## config.mk

```make
export PLATFORM = sky130hd
export DESIGN_NAME = tolc_top
export DESIGN_NICKNAME = d
export VERILOG_FILES = /design/src/rtl/tolc_pkg.sv /design/src/rtl/tolc_ovf_if.sv /design/src/rtl/tolc_top.sv /design/src/rtl/tolc_ovf.sv
export VERILOG_INCLUDE_DIRS = /design/src /design/src/rtl
export SDC_FILE = /design/constraint.sdc
export NUM_CORES = 1
export LEC_CHECK = 0
export BUFFER_PORTS_ARGS = -buffer_cell sky130_fd_sc_hd__buf_2
export CORE_UTILIZATION = 56
export DETAILED_ROUTE_END_ITERATION = 12
export GPL_TIMING_DRIVEN = 0
export PLACE_DENSITY = 0.95
export SLEW_MARGIN = 20
export SYNTH_ARGS = -nofsm -noshare
export SYNTH_HDL_FRONTEND = slang
export SYNTH_SLANG_ARGS = --single-unit
```

## constraint.sdc

```tcl
create_clock -name I_SYS_CLK -period 8.6 [get_ports I_SYS_CLK]
set_input_delay 1.72 -clock I_SYS_CLK [delete_from_list [all_inputs] [get_ports I_SYS_CLK]]
set_output_delay 1.72 -clock I_SYS_CLK [all_outputs]
set_load 0.03 [all_outputs]
```

## src/rtl/tolc_regs.svh

```systemverilog
// Purpose: Constants for the timer overflow and load control block
// Assumes: 16-bit counter, one PWM channel, 100 MHz system clock
// Notes: Field positions, widths and reset values only
`ifndef TOLC_REGS_SVH
`define TOLC_REGS_SVH

// ----------------------------------------------------------------
// Widths
// ----------------------------------------------------------------
`define TOLC_CNT_W 16
`define TOLC_OVERFLOW_COUNT_FIELD_W 5
`define TOLC_LOAD_W 32
`define TOLC_BE_W 4

// ----------------------------------------------------------------
// Field positions of the PWM load register
// ----------------------------------------------------------------
`define TOLC_LOAD_OK_BIT_BIT 9

// ----------------------------------------------------------------
// Reset values
// ----------------------------------------------------------------
`define TOLC_MOD_RST 16'hffff
`define TOLC_CNTIN_RST 16'h0000
`define TOLC_CV_RST 16'h0000
`define TOLC_LOAD_RST 32'h0000_0000
`define TOLC_TOFCNT_RST 5'h00

`endif

```

## src/rtl/tolc_pkg.sv

```systemverilog
// Purpose: Types shared by the timer overflow and load control block
// Assumes: Constants come from tolc_regs.svh
// Notes: State of each module is one packed struct
`include "tolc_regs.svh"

package tolc_pkg;

  // ----------------------------------------------------------------
  // Counter and load state
  // ----------------------------------------------------------------
  typedef struct packed {
    logic [`TOLC_CNT_W-1:0] cnt;
    logic [`TOLC_CNT_W-1:0] mod_buf;
    logic [`TOLC_CNT_W-1:0] cntin_buf;
    logic [`TOLC_CNT_W-1:0] cv_buf;
    logic [`TOLC_CNT_W-1:0] mod_act;
    logic [`TOLC_CNT_W-1:0] cntin_act;
    logic [`TOLC_CNT_W-1:0] cv_act;
    logic [`TOLC_LOAD_W-1:0] load;
    logic pwm;
  } tolc_cnt_st_t;

  // ----------------------------------------------------------------
  // Overflow flag state
  // ----------------------------------------------------------------
  typedef struct packed {
    logic overflow_flag;
    logic armed;
    logic [`TOLC_OVERFLOW_COUNT_FIELD_W-1:0] tof_cnt;
  } tolc_ovf_st_t;

endpackage : tolc_pkg

```

## src/rtl/tolc_ovf_if.sv

```systemverilog
// Purpose: Carrier between the counter core and the overflow flag logic
// Assumes: One clock domain
// Notes: Core drives events and software strobes, flag logic answers
`timescale 1ns/10ps
`default_nettype none
`include "tolc_regs.svh"

interface tolc_ovf_if;
  logic ovf_evt;
  logic sc_rd;
  logic sc_wr;
  logic sc_wr_tof;
  logic overflow_irq_enable;
  logic [`TOLC_OVERFLOW_COUNT_FIELD_W-1:0] overflow_count_field;
  logic overflow_flag;
  logic irq;
  logic [`TOLC_OVERFLOW_COUNT_FIELD_W-1:0] tof_cnt;

  modport core (output ovf_evt, sc_rd, sc_wr, sc_wr_tof, overflow_irq_enable, overflow_count_field,
                input overflow_flag, irq, tof_cnt);
  modport flag (input ovf_evt, sc_rd, sc_wr, sc_wr_tof, overflow_irq_enable, overflow_count_field,
                output overflow_flag, irq, tof_cnt);
endinterface : tolc_ovf_if

`default_nettype wire

```

## src/rtl/tolc_top.sv

```systemverilog
// Purpose: Timer counter with buffered reload gated by a load-ok bit
// Assumes: Software strobes come from logic on the system clock
// Notes: Registers are plain ports; no bus slave
`timescale 1ns/10ps
`default_nettype none
`include "tolc_regs.svh"

// What this block does
// - Writes to the load register with byte lane 1 disabled leave load-ok untouched.
// - Buffered modulo, initial count and channel value load only while load-ok set.
// - Flag clears after a status read followed by writing zero to it.
// - Interrupt request stays asserted while flag set and enable is one.
// - Overflows are counted against a nonzero count field to set the flag.
// - Counter reaching modulo is an overflow event feeding count and flag.
module tolc_top
  import tolc_pkg::*;
(
  input wire logic I_SYS_CLK,
  input wire logic I_ARST_N,
  input wire logic I_CNT_EN,
  input wire logic I_LOAD_WR,
  input wire logic [`TOLC_BE_W-1:0] I_LOAD_BE,
  input wire logic [`TOLC_LOAD_W-1:0] I_LOAD_WDATA,
  input wire logic I_MOD_WR,
  input wire logic [`TOLC_CNT_W-1:0] I_MOD_WDATA,
  input wire logic I_CNTIN_WR,
  input wire logic [`TOLC_CNT_W-1:0] I_CNTIN_WDATA,
  input wire logic I_CV_WR,
  input wire logic [`TOLC_CNT_W-1:0] I_CV_WDATA,
  input wire logic I_SC_RD,
  input wire logic I_SC_WR,
  input wire logic I_SC_WR_TOF,
  input wire logic I_OVERFLOW_IRQ_ENABLE,
  input wire logic [`TOLC_OVERFLOW_COUNT_FIELD_W-1:0] I_OVERFLOW_COUNT_FIELD,
  output logic [`TOLC_LOAD_W-1:0] O_LOAD,
  output logic O_LOAD_OK,
  output logic [`TOLC_CNT_W-1:0] O_CNT,
  output logic [`TOLC_CNT_W-1:0] O_MOD,
  output logic [`TOLC_CNT_W-1:0] O_CNTIN,
  output logic [`TOLC_CNT_W-1:0] O_CV,
  output logic O_PWM,
  output logic O_OVF,
  output logic O_TOF,
  output logic O_IRQ,
  output logic [`TOLC_OVERFLOW_COUNT_FIELD_W-1:0] O_TOF_CNT
);

  tolc_cnt_st_t st_reg;
  tolc_cnt_st_t st_next;
  tolc_ovf_if ovf_bus ();
  logic ovf_evt;

  // ----------------------------------------------------------------
  // Overflow detection
  // ----------------------------------------------------------------
  // Counter at modulo while running is one overflow event
  assign ovf_evt = I_CNT_EN && (st_reg.cnt == st_reg.mod_act);

  // ----------------------------------------------------------------
  // Next state
  // ----------------------------------------------------------------
  // Buffer writes, counting, gated reload and load register lanes
  always_comb begin
    st_next = st_reg;
    if (I_MOD_WR) begin
      st_next.mod_buf = I_MOD_WDATA;
    end
    if (I_CNTIN_WR) begin
      st_next.cntin_buf = I_CNTIN_WDATA;
    end
    if (I_CV_WR) begin
      st_next.cv_buf = I_CV_WDATA;
    end
    if (ovf_evt) begin
      st_next.cnt = st_reg.cntin_act;
      // Reload takes effect at the wrap, only with load-ok set
      if (st_reg.load[`TOLC_LOAD_OK_BIT_BIT]) begin
        st_next.mod_act = st_reg.mod_buf;
        st_next.cntin_act = st_reg.cntin_buf;
        st_next.cv_act = st_reg.cv_buf;
        st_next.cnt = st_reg.cntin_buf;
        st_next.load[`TOLC_LOAD_OK_BIT_BIT] = 1'b0;
      end
    end else if (I_CNT_EN) begin
      st_next.cnt = st_reg.cnt + `TOLC_CNT_W'(1);
    end
    // Only enabled byte lanes change; other lanes keep load-ok as is
    if (I_LOAD_WR) begin
      for (int b = 0; b < `TOLC_BE_W; b++) begin
        if (I_LOAD_BE[b]) begin
          st_next.load[b*8 +: 8] = I_LOAD_WDATA[b*8 +: 8];
        end
      end
    end
    st_next.pwm = (st_next.cnt < st_next.cv_act);
  end

  // State register
  always_ff @(posedge I_SYS_CLK or negedge I_ARST_N) begin
    if (!I_ARST_N) begin
      st_reg.cnt <= `TOLC_CNTIN_RST;
      st_reg.mod_buf <= `TOLC_MOD_RST;
      st_reg.cntin_buf <= `TOLC_CNTIN_RST;
      st_reg.cv_buf <= `TOLC_CV_RST;
      st_reg.mod_act <= `TOLC_MOD_RST;
      st_reg.cntin_act <= `TOLC_CNTIN_RST;
      st_reg.cv_act <= `TOLC_CV_RST;
      st_reg.load <= `TOLC_LOAD_RST;
      st_reg.pwm <= 1'b0;
    end else begin
      st_reg <= st_next;
    end
  end

  // ----------------------------------------------------------------
  // Overflow flag logic
  // ----------------------------------------------------------------
  // Software strobes and configuration pass straight to the flag logic
  assign ovf_bus.ovf_evt = ovf_evt;
  assign ovf_bus.sc_rd = I_SC_RD;
  assign ovf_bus.sc_wr = I_SC_WR;
  assign ovf_bus.sc_wr_tof = I_SC_WR_TOF;
  assign ovf_bus.overflow_irq_enable = I_OVERFLOW_IRQ_ENABLE;
  assign ovf_bus.overflow_count_field = I_OVERFLOW_COUNT_FIELD;

  tolc_ovf u_ovf (
    .i_clk(I_SYS_CLK),
    .i_arst_n(I_ARST_N),
    .bus(ovf_bus.flag)
  );

  // Outputs
  assign O_LOAD = st_reg.load;
  assign O_LOAD_OK = st_reg.load[`TOLC_LOAD_OK_BIT_BIT];
  assign O_CNT = st_reg.cnt;
  assign O_MOD = st_reg.mod_act;
  assign O_CNTIN = st_reg.cntin_act;
  assign O_CV = st_reg.cv_act;
  assign O_PWM = st_reg.pwm;
  assign O_OVF = ovf_evt;
  assign O_TOF = ovf_bus.overflow_flag;
  assign O_IRQ = ovf_bus.irq;
  assign O_TOF_CNT = ovf_bus.tof_cnt;
endmodule : tolc_top

`default_nettype wire

```

## src/rtl/tolc_ovf.sv

```systemverilog
// Purpose: Overflow flag, occurrence count, clear sequence and interrupt
// Assumes: Strobes are one-cycle pulses on the system clock
// Notes: A new flag setting wins over a clear in the same cycle
`timescale 1ns/10ps
`default_nettype none
`include "tolc_regs.svh"

module tolc_ovf
  import tolc_pkg::*;
(
  input wire logic i_clk,
  input wire logic i_arst_n,
  tolc_ovf_if.flag bus
);

  tolc_ovf_st_t st_reg;
  tolc_ovf_st_t st_next;
  logic [`TOLC_OVERFLOW_COUNT_FIELD_W-1:0] cnt_inc;
  logic set_tof;

  // ----------------------------------------------------------------
  // Next state
  // ----------------------------------------------------------------
  // Count overflows, decide flag setting, track read-then-write clear
  always_comb begin
    st_next = st_reg;
    cnt_inc = st_reg.tof_cnt + `TOLC_OVERFLOW_COUNT_FIELD_W'(1);
    set_tof = 1'b0;
    if (bus.ovf_evt) begin
      if (bus.overflow_count_field == `TOLC_OVERFLOW_COUNT_FIELD_W'(0)) begin
        set_tof = 1'b1;
      end else if (cnt_inc >= bus.overflow_count_field) begin
        set_tof = 1'b1;
        st_next.tof_cnt = `TOLC_TOFCNT_RST;
      end else begin
        st_next.tof_cnt = cnt_inc;
      end
    end
    // Reading with the flag set arms the clear; a write in any other cycle disarms
    if (bus.sc_rd && st_reg.overflow_flag) begin
      st_next.armed = 1'b1;
    end else if (bus.sc_wr) begin
      st_next.armed = 1'b0;
    end
    if (bus.sc_wr && !bus.sc_wr_tof && st_reg.armed) begin
      st_next.overflow_flag = 1'b0;
    end
    if (set_tof) begin
      st_next.overflow_flag = 1'b1; // Set wins over clear
    end
  end

  // State register
  always_ff @(posedge i_clk or negedge i_arst_n) begin
    if (!i_arst_n) begin
      st_reg <= '0;
    end else begin
      st_reg <= st_next;
    end
  end

  // Outputs
  assign bus.overflow_flag = st_reg.overflow_flag;
  assign bus.tof_cnt = st_reg.tof_cnt;
  assign bus.irq = st_reg.overflow_flag && bus.overflow_irq_enable;
endmodule : tolc_ovf

`default_nettype wire

```

==> results.json <==
{
  "yosysSeqAreaShare": 0.497,
  "avgSynthCellArea_um2": 12.4,
  "wirelength_mm": 17.6,
  "clock_path_buffers": 2,
  "grt_pass1_vias": 5444,
  "die-area_um2": 14300,
  "yosys_warnings": 0,
  "fin_worst_skew_ns": 0.00802,
  "path_cells": "clkbuf_1 > nand2_1 > nor4_4 > nand2_2 > buf_1 > mux2i_1 > ha_1 > a21oi_1 > o21ai_0 > a211oi_1 > o21bai_1 > a221oi_1 > o211a_1",
  "first_pass_iters": 5,
  "syn_nets": 744,
  "ys_types": 41,
  "synth_edf_count": 0,
  "yosysTopAreaCell": "dfrtp_1",
  "setup_viol": 0,
  "status": "complete, no violations",
  "numCtsBuffers": 17,
  "p_int_mw": 1.63,
  "swShare": 0.330,
  "critPathMaxFanout": 10,
  "ant_nets": 0,
  "synth.area.top_cells": "dfrtp_1, mux2_2, dfstp_2",
  "wire_per_inst_um": 17.1,
  "io_pins": 206,
  "numClockSinks": 152,
  "clockPowerShare": 0.304,
  "power-per-cell-area_nw_per_um2": 253,
  "r2r-start": "O_CNT[4]$_DFF_PN0_",
  "synth_area_um2": 7730,
  "critPathKind": "input pin to flip-flop",
  "die_x_um": 120,
  "grt_max_degree": 98,
  "max_slew_margin": 0.506,
  "synthFlopType": "dfrtp_1",
  "dpl.hpwl_mm": 13.3,
  "drt_iter0_drc": 273,
  "viasPerCell": 5.15,
  "numPortBuffers": 200,
  "timing_hold_violations_final": 0,
  "finalNetCount": 964,
  "worstHoldStart": "O_LOAD[26]$_DFFE_PN0P_",
  "max_freq_mhz": 205,
  "insertion_delay_ns": 0.42,
  "comb_power_share": 0.310,
  "grt_pass1_wl_mm": 28.0,
  "worst-path-buf-inv": 2,
  "postSynth.asyncResetShare": 1.00,
  "tritoncts": "done",
  "gp_congestion": 0.822,
  "end_kind": "flip-flop",
  "path_clk_slew_ns": 0.06,
  "tns_ns": 0,
  "fin_crit_sh": 0.568,
  "final_cell_mix": "buf_2, mux2_2, dfrtp_1, buf_4",
  "p_sw_uw": 799,
  "seqPwrFrac": 0.386,
  "layout-drive-gt1-share": 0.580,
  "crit_path_top_delay_cell": "nor4_4",
  "p_leak_nw": 5.05,
  "antenna_found_initial": 1,
  "ys_ff_latch": 152,
  "cp-startpoint": "I_CNT_EN",
  "worst_ep_required_time_ns": 8.96,
  "coreArea_um2": 13300,
  "cts_resized": 0,
  "syn2layout_area_growth_pct": 24.0,
  "start_util": 0.579,
  "min_period_ns": 4.89,
  "htreeDepth": 4,
  "num_vias": 5314,
  "overflow": 0,
  "maxCapViolations": 0,
  "postCtsSetupBuffers": 0,
  "synth_cells": 622,
  "fp.dieH_um": 120,
  "drv_slew": 0,
  "ir_drop_uv": 180,
  "rows": 42,
  "drc": 0,
  "cts-root-buf": "clkbuf_16",
  "grt_setup_unrepaired": "no",
  "largest_reg_flops": 48,
  "worstHoldPathType": "flip-flop to flip-flop",
  "crit_path_start_kind": "input pin",
  "finalPower_mw": 2.42,
  "arrival_ns": 5.25,
  "slowest_delay_ns": 0.60,
  "worstMarginPinSlew_ns": 0.741,
  "track_usage": 0.261,
  "hold_buffers": 0,
  "synth_top_area_share": 0.388,
  "critPathTopFamily": "compound AO/OA/AOI/OAI gates",
  "final_common_cell": "buf_2"
}
## power groups by stage
stage,sequential (mW),combinational [mW],clock [mW]
floorplan,0.911,0.557,0
global placement,0.936,0.722,0
detailed placement,0.944,0.751,0
CTS,0.934,0.757,0.747
global route,0.949,0.808,0.781
finish,0.935,0.753,0.737
## worst reg2reg max path: stages, from the launching register on
cell      delay (ns)
dfrtp_1         0.46
xor2_1          0.20
nor4_1          0.53
nand2_1         0.22
nor4_4          0.58
nand2_2         0.29
buf_1           0.40
mux2i_1         0.21
ha_1            0.36
a21oi_1         0.14
o21ai_0         0.10
a211oi_1        0.26
o21bai_1        0.11
a221oi_1        0.32
o211a_1         0.20
## cell type report
type	count	area [µm²]
well taps	176	220
repair buffers	201	1040
flip-flops and latches	152	3840
clock inverters	5	55.1
fillers	960	3760
multi-input cells	342	3020
diodes	1	2.50
inverters	8	30.0
clock buffers	27	537
plain buffers	120	836
## synthesized netlist by cell type, types with 2 or more instances
master / count
and3_1: 5
buf_2: 5
buf_4: 101
nor4_1: 4
mux2_2: 128
inv_1: 8
clkbuf_1: 11
nand4_1: 6
mux2i_1: 32
a21oi_1: 19
a21o_1: 5
dfstp_2: 32
dfrtp_1: 120
o21ai_0: 7
nand2b_1: 2
nand2_1: 19
nor2b_1: 4
buf_1: 3
or4_1: 3
o31ai_1: 2
nand3_1: 9
nor3_1: 3
ha_1: 22
xor2_1: 18
nor2_1: 22
xnor2_1: 16
a211oi_1: 2
## layer usage
metal	track usage	wire, µm	up-vias
li1	-	-	2513
met3	0.0594	827	34
met4	0.101	400	0
met5	0	0	-
met1	0.323	7370	2610
met2	0.444	9030	157
## cell families after synthesis
logic type / after synthesis / share of synthesized area
muxes: 160 / 0.228
DFF: 152 / 0.497
buffers and inverters: 128 / 0.112
and+or+nand+nor: 83 / 0.0553
AOI/OAI and AO/OA: 43 / 0.0337
xor gates and xnor gates: 34 / 0.0385
adders and majority gates: 22 / 0.0356
## worst paths after layout
path                                            to  slack [ns]  cells past startpoint
setup / recovery                   O_PWM$_DFF_PN0_        3.71                     13
hold / removal              O_LOAD[26]$_DFFE_PN0P_        0.51                      1
setup reg to reg                   O_PWM$_DFF_PN0_        4.17                     14
hold reg to reg             O_LOAD[26]$_DFFE_PN0P_        0.51                      1
max in group asynchronous  st_reg[125]$_DFFE_PN1P_        6.56                      2
min in group asynchronous   O_LOAD[31]$_DFFE_PN0P_        1.20                      1
## metrics by stage
stage                     setup WS (ns)  utilization  area (µm²)  std cells  hold WS (ns)
final                              3.71        0.718        9590       1032         0.511
after global routing               3.51        0.718        9590       1032         0.521
after CTS                          3.75        0.718        9580       1031         0.507
after detailed placement           3.36        0.674        8990        999         0.494
after global placement             3.33        0.671        8950        998         0.483
after floorplan                    3.71            -        7730        622         0.481
Note: power is estimated with default switching activity, not from simulation.
